[config.mk]
export PLATFORM = sky130hd
export DESIGN_NAME = ipma_agen
export DESIGN_NICKNAME = d
export VERILOG_FILES = /design/src/ipma_pkg.sv /design/src/ipma_addr_form.sv /design/src/ipma_agen.sv
export VERILOG_INCLUDE_DIRS = /design/src
export SDC_FILE = /design/constraint.sdc
export NUM_CORES = 1
export LEC_CHECK = 0
export BUFFER_PORTS_ARGS = -buffer_cell sky130_fd_sc_hd__buf_2
export CAP_MARGIN = 30
export CORE_MARGIN = 5
export CORE_UTILIZATION = 49
export DETAILED_ROUTE_END_ITERATION = 6
export PLACE_DENSITY = 0.69
export SLEW_MARGIN = 20
export SYNTH_ARGS = -nofsm -noshare
export SYNTH_HDL_FRONTEND = slang
export SYNTH_SLANG_ARGS = --single-unit
[constraint.sdc]
create_clock -name clk_sys -period 6.8 [get_ports clk_sys]
set_input_delay 0.68 -clock clk_sys [delete_from_list [all_inputs] [get_ports clk_sys]]
set_output_delay 0.68 -clock clk_sys [all_outputs]
set_load 0.02 [all_outputs]
[src/ipma_map.svh]
// constants for the indirect pointer-modify address generator
// assumes a 23-bit extended pointer and 16-bit index register
`ifndef IPMA_MAP_SVH
`define IPMA_MAP_SVH
`define IPMA_PTR_W 23
`define IPMA_LOW_W 16
`define IPMA_HIGH_W 7
`define IPMA_STEP_WORD 23'h000001
`define IPMA_STEP_LONG 23'h000002
`define IPMA_PTR_RESET 23'h000000
`define IPMA_MODE_PREDEC 2'h0
`define IPMA_MODE_POSTADD 2'h1
`define IPMA_MODE_POSTSUB 2'h2
`endif

[src/ipma_pkg.sv]
// types for the indirect pointer-modify address generator
// assumes ipma_map.svh is on the include path
`include "ipma_map.svh"
package ipma_pkg;
   typedef logic [`IPMA_PTR_W-1:0] ipma_ptr_t;
   typedef enum logic [1:0] {
      IPMA_PREDEC = `IPMA_MODE_PREDEC,
      IPMA_POSTADD = `IPMA_MODE_POSTADD,
      IPMA_POSTSUB = `IPMA_MODE_POSTSUB
   } ipma_mode_t;
   typedef enum logic [1:0] {
      IPMA_IDLE = 2'h0,
      IPMA_SECOND = 2'h1,
      IPMA_FIRST = 2'h3
   } ipma_state_t;
endpackage

[src/ipma_addr_form.sv]
// address former: pointer high part joined with low word, optional buffer start
// assumes purely combinational use inside the generator
`timescale 1ns/1ps
module ipma_addr_form
   import ipma_pkg::*;
(
   input wire ipma_ptr_t ptrIn,
   input wire logic circularEn,
   input wire logic [`IPMA_LOW_W-1:0] circularBufferStart,
   output ipma_ptr_t addrOut
);
   logic [`IPMA_LOW_W-1:0] lowSum;
   // low word offset by buffer start when circular
   assign lowSum = circularEn ? ptrIn[`IPMA_LOW_W-1:0] + circularBufferStart
                              : ptrIn[`IPMA_LOW_W-1:0];
   assign addrOut = {ptrIn[`IPMA_PTR_W-1:`IPMA_LOW_W], lowSum};
endmodule

[src/ipma_agen.sv]
// indirect pointer-modify address generator for memory-mapped register access
// assumes one request at a time from decode; accepted only while ready is high
//
// Contract
// - word pre-decrement: pointer minus 1, used, kept
// - long pre-decrement: pointer minus 2, used, kept
// - address is high part with low word (+start)
// - second word at first plus/minus one by parity
// - post-add, legacy off: add index register zero
// - post-sub, legacy off: subtract index register zero
// - post-add, legacy on: add extended aux zero
// - post-sub, legacy on: subtract extended aux zero
// - post modes: offset never scaled by width
`timescale 1ns/1ps
`include "ipma_map.svh"
module ipma_agen
   import ipma_pkg::*;
(
   input wire logic clk_sys,
   input wire logic reset_n,
   input wire logic reqValid,
   input wire logic [1:0] reqMode,
   input wire logic reqLong,
   input wire logic legacy_compat_mode,
   input wire logic circularEn,
   input wire logic [`IPMA_LOW_W-1:0] circular_buffer_start,
   input wire ipma_ptr_t extended_aux_pointer,
   input wire logic [`IPMA_LOW_W-1:0] index_register_zero,
   input wire ipma_ptr_t extended_aux_register_zero,
   output logic reqReady,
   output logic addrValid,
   output logic addrSecond,
   output ipma_ptr_t dataAddr,
   output logic ptrWrEn,
   output ipma_ptr_t ptrNew
);
   // ----------------------------------------
   // state
   // ----------------------------------------
   typedef struct packed {
      ipma_state_t st;
      logic rdy;
      logic av;
      logic sec;
      ipma_ptr_t addr;
      logic we;
      ipma_ptr_t ptr;
   } ipma_reg_t;

   ipma_reg_t cur_q;
   ipma_reg_t nxt_d;
   ipma_ptr_t basePtr;
   ipma_ptr_t offset;
   ipma_ptr_t updated;
   ipma_ptr_t formed;

   // ----------------------------------------
   // pointer arithmetic
   // ----------------------------------------
   always_comb begin
      offset = reqLong ? `IPMA_STEP_LONG : `IPMA_STEP_WORD;
      updated = extended_aux_pointer;
      basePtr = extended_aux_pointer;
      case (reqMode)
         `IPMA_MODE_PREDEC: begin
            updated = extended_aux_pointer - offset;
            basePtr = updated;
         end
         `IPMA_MODE_POSTADD: begin
            if (legacy_compat_mode) begin
               updated = extended_aux_pointer + extended_aux_register_zero;
            end else begin
               updated = extended_aux_pointer
                  + {{(`IPMA_PTR_W-`IPMA_LOW_W){1'b0}}, index_register_zero};
            end
         end
         `IPMA_MODE_POSTSUB: begin
            if (legacy_compat_mode) begin
               updated = extended_aux_pointer - extended_aux_register_zero;
            end else begin
               updated = extended_aux_pointer
                  - {{(`IPMA_PTR_W-`IPMA_LOW_W){1'b0}}, index_register_zero};
            end
         end
         default: begin
            updated = extended_aux_pointer;
         end
      endcase
   end

   ipma_addr_form uForm (
      .ptrIn(basePtr),
      .circularEn(circularEn),
      .circularBufferStart(circular_buffer_start),
      .addrOut(formed)
   );

   // ----------------------------------------
   // sequencer
   // ----------------------------------------
   always_comb begin
      nxt_d = cur_q;
      nxt_d.av = 1'b0;
      nxt_d.sec = 1'b0;
      nxt_d.we = 1'b0;
      case (cur_q.st)
         IPMA_IDLE: begin
            nxt_d.rdy = 1'b1;
            // mode 3 is no operation and is never taken
            if (reqValid && cur_q.rdy && reqMode != 2'h3) begin
               nxt_d.av = 1'b1;
               nxt_d.addr = formed;
               nxt_d.we = 1'b1;
               nxt_d.ptr = updated;
               if (reqLong) begin
                  nxt_d.st = IPMA_SECOND;
                  nxt_d.rdy = 1'b0;
               end
            end
         end
         IPMA_SECOND: begin
            // pointer already written back; only the paired word goes out
            nxt_d.av = 1'b1;
            nxt_d.sec = 1'b1;
            nxt_d.addr = cur_q.addr[0] ? cur_q.addr - `IPMA_STEP_WORD
                                       : cur_q.addr + `IPMA_STEP_WORD;
            nxt_d.st = IPMA_IDLE;
            nxt_d.rdy = 1'b1;
         end
         default: begin
            nxt_d.st = IPMA_IDLE;
            nxt_d.rdy = 1'b1;
         end
      endcase
   end

   always_ff @(posedge clk_sys or negedge reset_n) begin
      if (!reset_n) begin
         cur_q <= '{st: IPMA_IDLE, rdy: 1'b0, av: 1'b0, sec: 1'b0,
                    addr: `IPMA_PTR_RESET, we: 1'b0, ptr: `IPMA_PTR_RESET};
      end else begin
         cur_q <= nxt_d;
      end
   end

   assign reqReady = cur_q.rdy;
   assign addrValid = cur_q.av;
   assign addrSecond = cur_q.sec;
   assign dataAddr = cur_q.addr;
   assign ptrWrEn = cur_q.we;
   assign ptrNew = cur_q.ptr;

   logic accept;
   assign accept = reqValid && reqReady && reqMode != 2'h3;
endmodule

==> results.yml <==
placed_design:
  dp_hpwl_um: 14950
  pre_cts_slack_ps: 1911
  place.gp.congestion: 0.8799
  io_buffers: 135
pwr:
  p_seq_frac: 0.225
  leakagePower_uw: 0.003608
  p_sw_frac: 0.4525
  p_int_uw: 1127
  powerDensity_mw_per_mm2: 261.5
  total_power_uw: 2058
  switchingPower_uw: 931.2
  ir_drop_uv: 104.1
  combPwrFrac: 0.627
  power.share.clock: 0.147
floorplan:
  num_rows: 44
  core_area_mm2: 0.01453
  io_pins: 136
  die-area_mm2: 0.01730
  die_height_um: 131.5
  die_w_um: 131.5
  start_util: 0.4979
yosys:
  seq_area_frac_synth: 0.1763
  synth_edf_count: 0
  async_flop_share: 1.000
  synth_area_leaders: "dfrtp_1, ha_1, xnor2_1"
  synthAdderAreaFrac: 0.1224
  yosysTopAreaCell: "dfrtp_1"
  syn_nets: 1087
  synth_top_family_by_area: "compound AO/OA/AOI/OAI gates"
  synth_cell_types: 78
  synth_mux_area_frac: 0.02974
  synthTopCellsByCount: "nor2_1, nand2_1, ha_1"
  synthSimpleGateAreaFrac: 0.2191
  ys_warn_count: 0
  synthCells: 932
  synthesis.area_mm2: 0.007237
  synth_most_common_cell: "nor2_1"
  synth.avg_cell_area_um2: 7.765
  synth_seq_cells: 51
  yosysTopAreaCellShare: 0.1763
  synth_ff_type: "dfrtp_1"
  synth-compound-area-share: 0.2481
  synth-xor-area-share: 0.1210
global_routing:
  track_usage: 0.2084
  grt_pass1_vias: 6377
  antenna_found_initial: 0
  grt_first_pass_wirelength_um: 31140
  grt_max_degree: 53
  grt.overflow.total: 0
outcome:
  status: "complete, no violations"
sta:
  rsz0062_at_grt: "false"
  slew_headroom: 0.3807
  worstMarginPinSlew_ps: 928.9
  setup_tns_ps: 0
  slew_violations: 0
  fmaxAchievable_ghz: 0.2171
  period_needed_ps: 4605
  setup_violations: 0
  skew_ps: 5.835
  period_share: 0.6772
  setup_ws_ps: 2195
  finalHoldViolations: 0
worst_hold_path:
  min_to: "ptrNew[3]"
  hp-class: "flop to flop"
  hold_path_depth: 2
  hp-start: "ptrNew[3]"
worst_setup_path:
  reg2regPathDepth: 10
  endpoint_kind: "flop"
  rr_startpoint: "dataAddr[0]"
  critical_path_arrival_ps: 4790
  slowest_stage: "buf_2"
  start_kind: "input pin"
  slowest_delay_ps: 700
  r2r-end: "dataAddr[14]"
  worstSetupPathType: "input pin to flop"
  cp_common_cell: "a21oi_1"
  worstPathRequired_ps: 6980
  crit_chain: "buf_2 > mux2_2 > nor4_1 > a21oi_1 > xor2_1 > ha_1 > a211o_1 > a211oi_1 > o22ai_1 > a31oi_1 > a21oi_1 > xnor2_1 > a221oi_2 > nor2_1"
  cp_max_fo: 52
  reg2reg_slack_ps: 3740
clock_network:
  htree_levels: 2
  clock_path_buffers: 2
  cts_setup_buffers: 0
  cts_root_buffer: "clkbuf_16"
  cts_buffers: 5
  cts.sinks: 51
  cts_hold_buf: 0
  cts_tree: "yes"
  worstSkewPairLatency_ps: 300
  clk_pin_slew_ps: 70
  ctsResizeCount: 0
layout:
  syn_to_final_growth_pct: 8.766
  fillCellCount: 1453
  antenna_cells: 0
  multi_input_area_mm2: 0.005358
  drive_above_1_share: 0.1747
  regArea_mm2: 0.001276
  nNetsFinal: 1150
routing:
  viasPerCell: 5.718
  via_count: 6747
  wl_per_cell_um: 15.85
  drc: 0
  drtIter0Drc: 391
  ant_nets: 0
  drt-total-wl_um: 18710
  firstDrtPassIters: 5
flow_run:
  cap_violations: 0
==> how the worst max path moves through the flow <==
stage	startpoint	end	slack, ps
5_1_grt	legacy_compat_mode	ptrNew[22]	1870
4_1_cts	legacy_compat_mode	ptrNew[22]	2200
3_5_place_dp	legacy_compat_mode	ptrNew[22]	1910
2_1_floorplan	legacy_compat_mode	ptrNew[22]	2230
6_report	legacy_compat_mode	ptrNew[22]	2190
3_3_place_gp	legacy_compat_mode	ptrNew[22]	1960
==> flip-flops by register name (all words and copies together), names as in the netlist <==
| signal | cells |
|---|---|
| ptrNew | 23 |
| reqReady | 1 |
| ptrWrEn | 1 |
| dataAddr | 23 |
| cur_q | 1 |
| addrValid | 1 |
| addrSecond | 1 |
==> stage by stage <==
stage	area [um2]	cells	utilization	hold WS [ps]
finish	7871	1180	0.5416	479.5
CTS	7871	1180	0.5416	482.6
global route	7871	1180	0.5416	505.6
floorplan	7237	932	-	384.4
global placement	7682	1171	0.5286	463.7
detailed placement	7697	1172	0.5296	467.3
==> cells by family (layout without fill, tap and decap cells) <==
group / count (synthesis) / count (layout)
mux: 21 / 21
fa+ha+maj: 69 / 69
compound gates: 266 / 266
simple gates: 313 / 313
flops: 51 / 51
buf+inv: 112 / 176
xor+xnor: 100 / 100
==> power by group through the flow <==
stage	Sequential, uW	Clock, uW	Combinational, uW
floorplan	454	0	1100
global placement	478	0	1260
detailed placement	471	0	1280
CTS	465	308	1290
global route	477	318	1430
finish	464	304	1290
==> cell usage in the layout (no fill, tap or decap), types with 5 or more instances in the layout <==
master and n:
a211oi_1 20, o21bai_1 7, o21ai_0 48, buf_2 135, nand2b_1 15, o31ai_1 9, nand2_1 69, clkbuf_16 5
dfrtp_1 51, a21o_1 33, buf_4 6, o21a_1 5, xnor2_1 58, nor4_1 7, xor2_1 42, nor2_1 110
or3_1 11, nand3_1 15, ha_1 66, nor3b_1 5, inv_1 26, nor3_1 26, nor2b_1 9, mux2i_1 17
o211ai_1 8, a21oi_1 58, and3_1 7, a221oi_1 12, a31oi_1 15, nand4_1 6, or2_2 6
==> worst max-delay path: cells and delay by family <==
family / cells / cell delay (ps)
simple gates: 2 / 600
compound gates: 7 / 1660
fa+ha+maj: 1 / 330
mux: 1 / 470
xor+xnor: 2 / 340
buf+inv: 1 / 700
==> final cells by class <==
type,instances,area share
multi-input cells,769,0.6807
flip-flops and latches,51,0.1621
repair buffers,142,0.09347
well taps,184,0.02925
clock buffers,6,0.01764
inverters,26,0.01240
clock inverters,2,0.004451
==> layer usage <==
metal  wire (um)  up-vias  part of all wire  track usage
li1            -     3474                 -            -
met1        8812     3100              0.47       0.2810
met2        8657      155              0.46       0.3541
met3         868       18             0.046      0.02561
met4         367        0             0.020      0.05314
met5           0        -                 0            0
No activity file was read; power rests on OpenSTA's default activity.
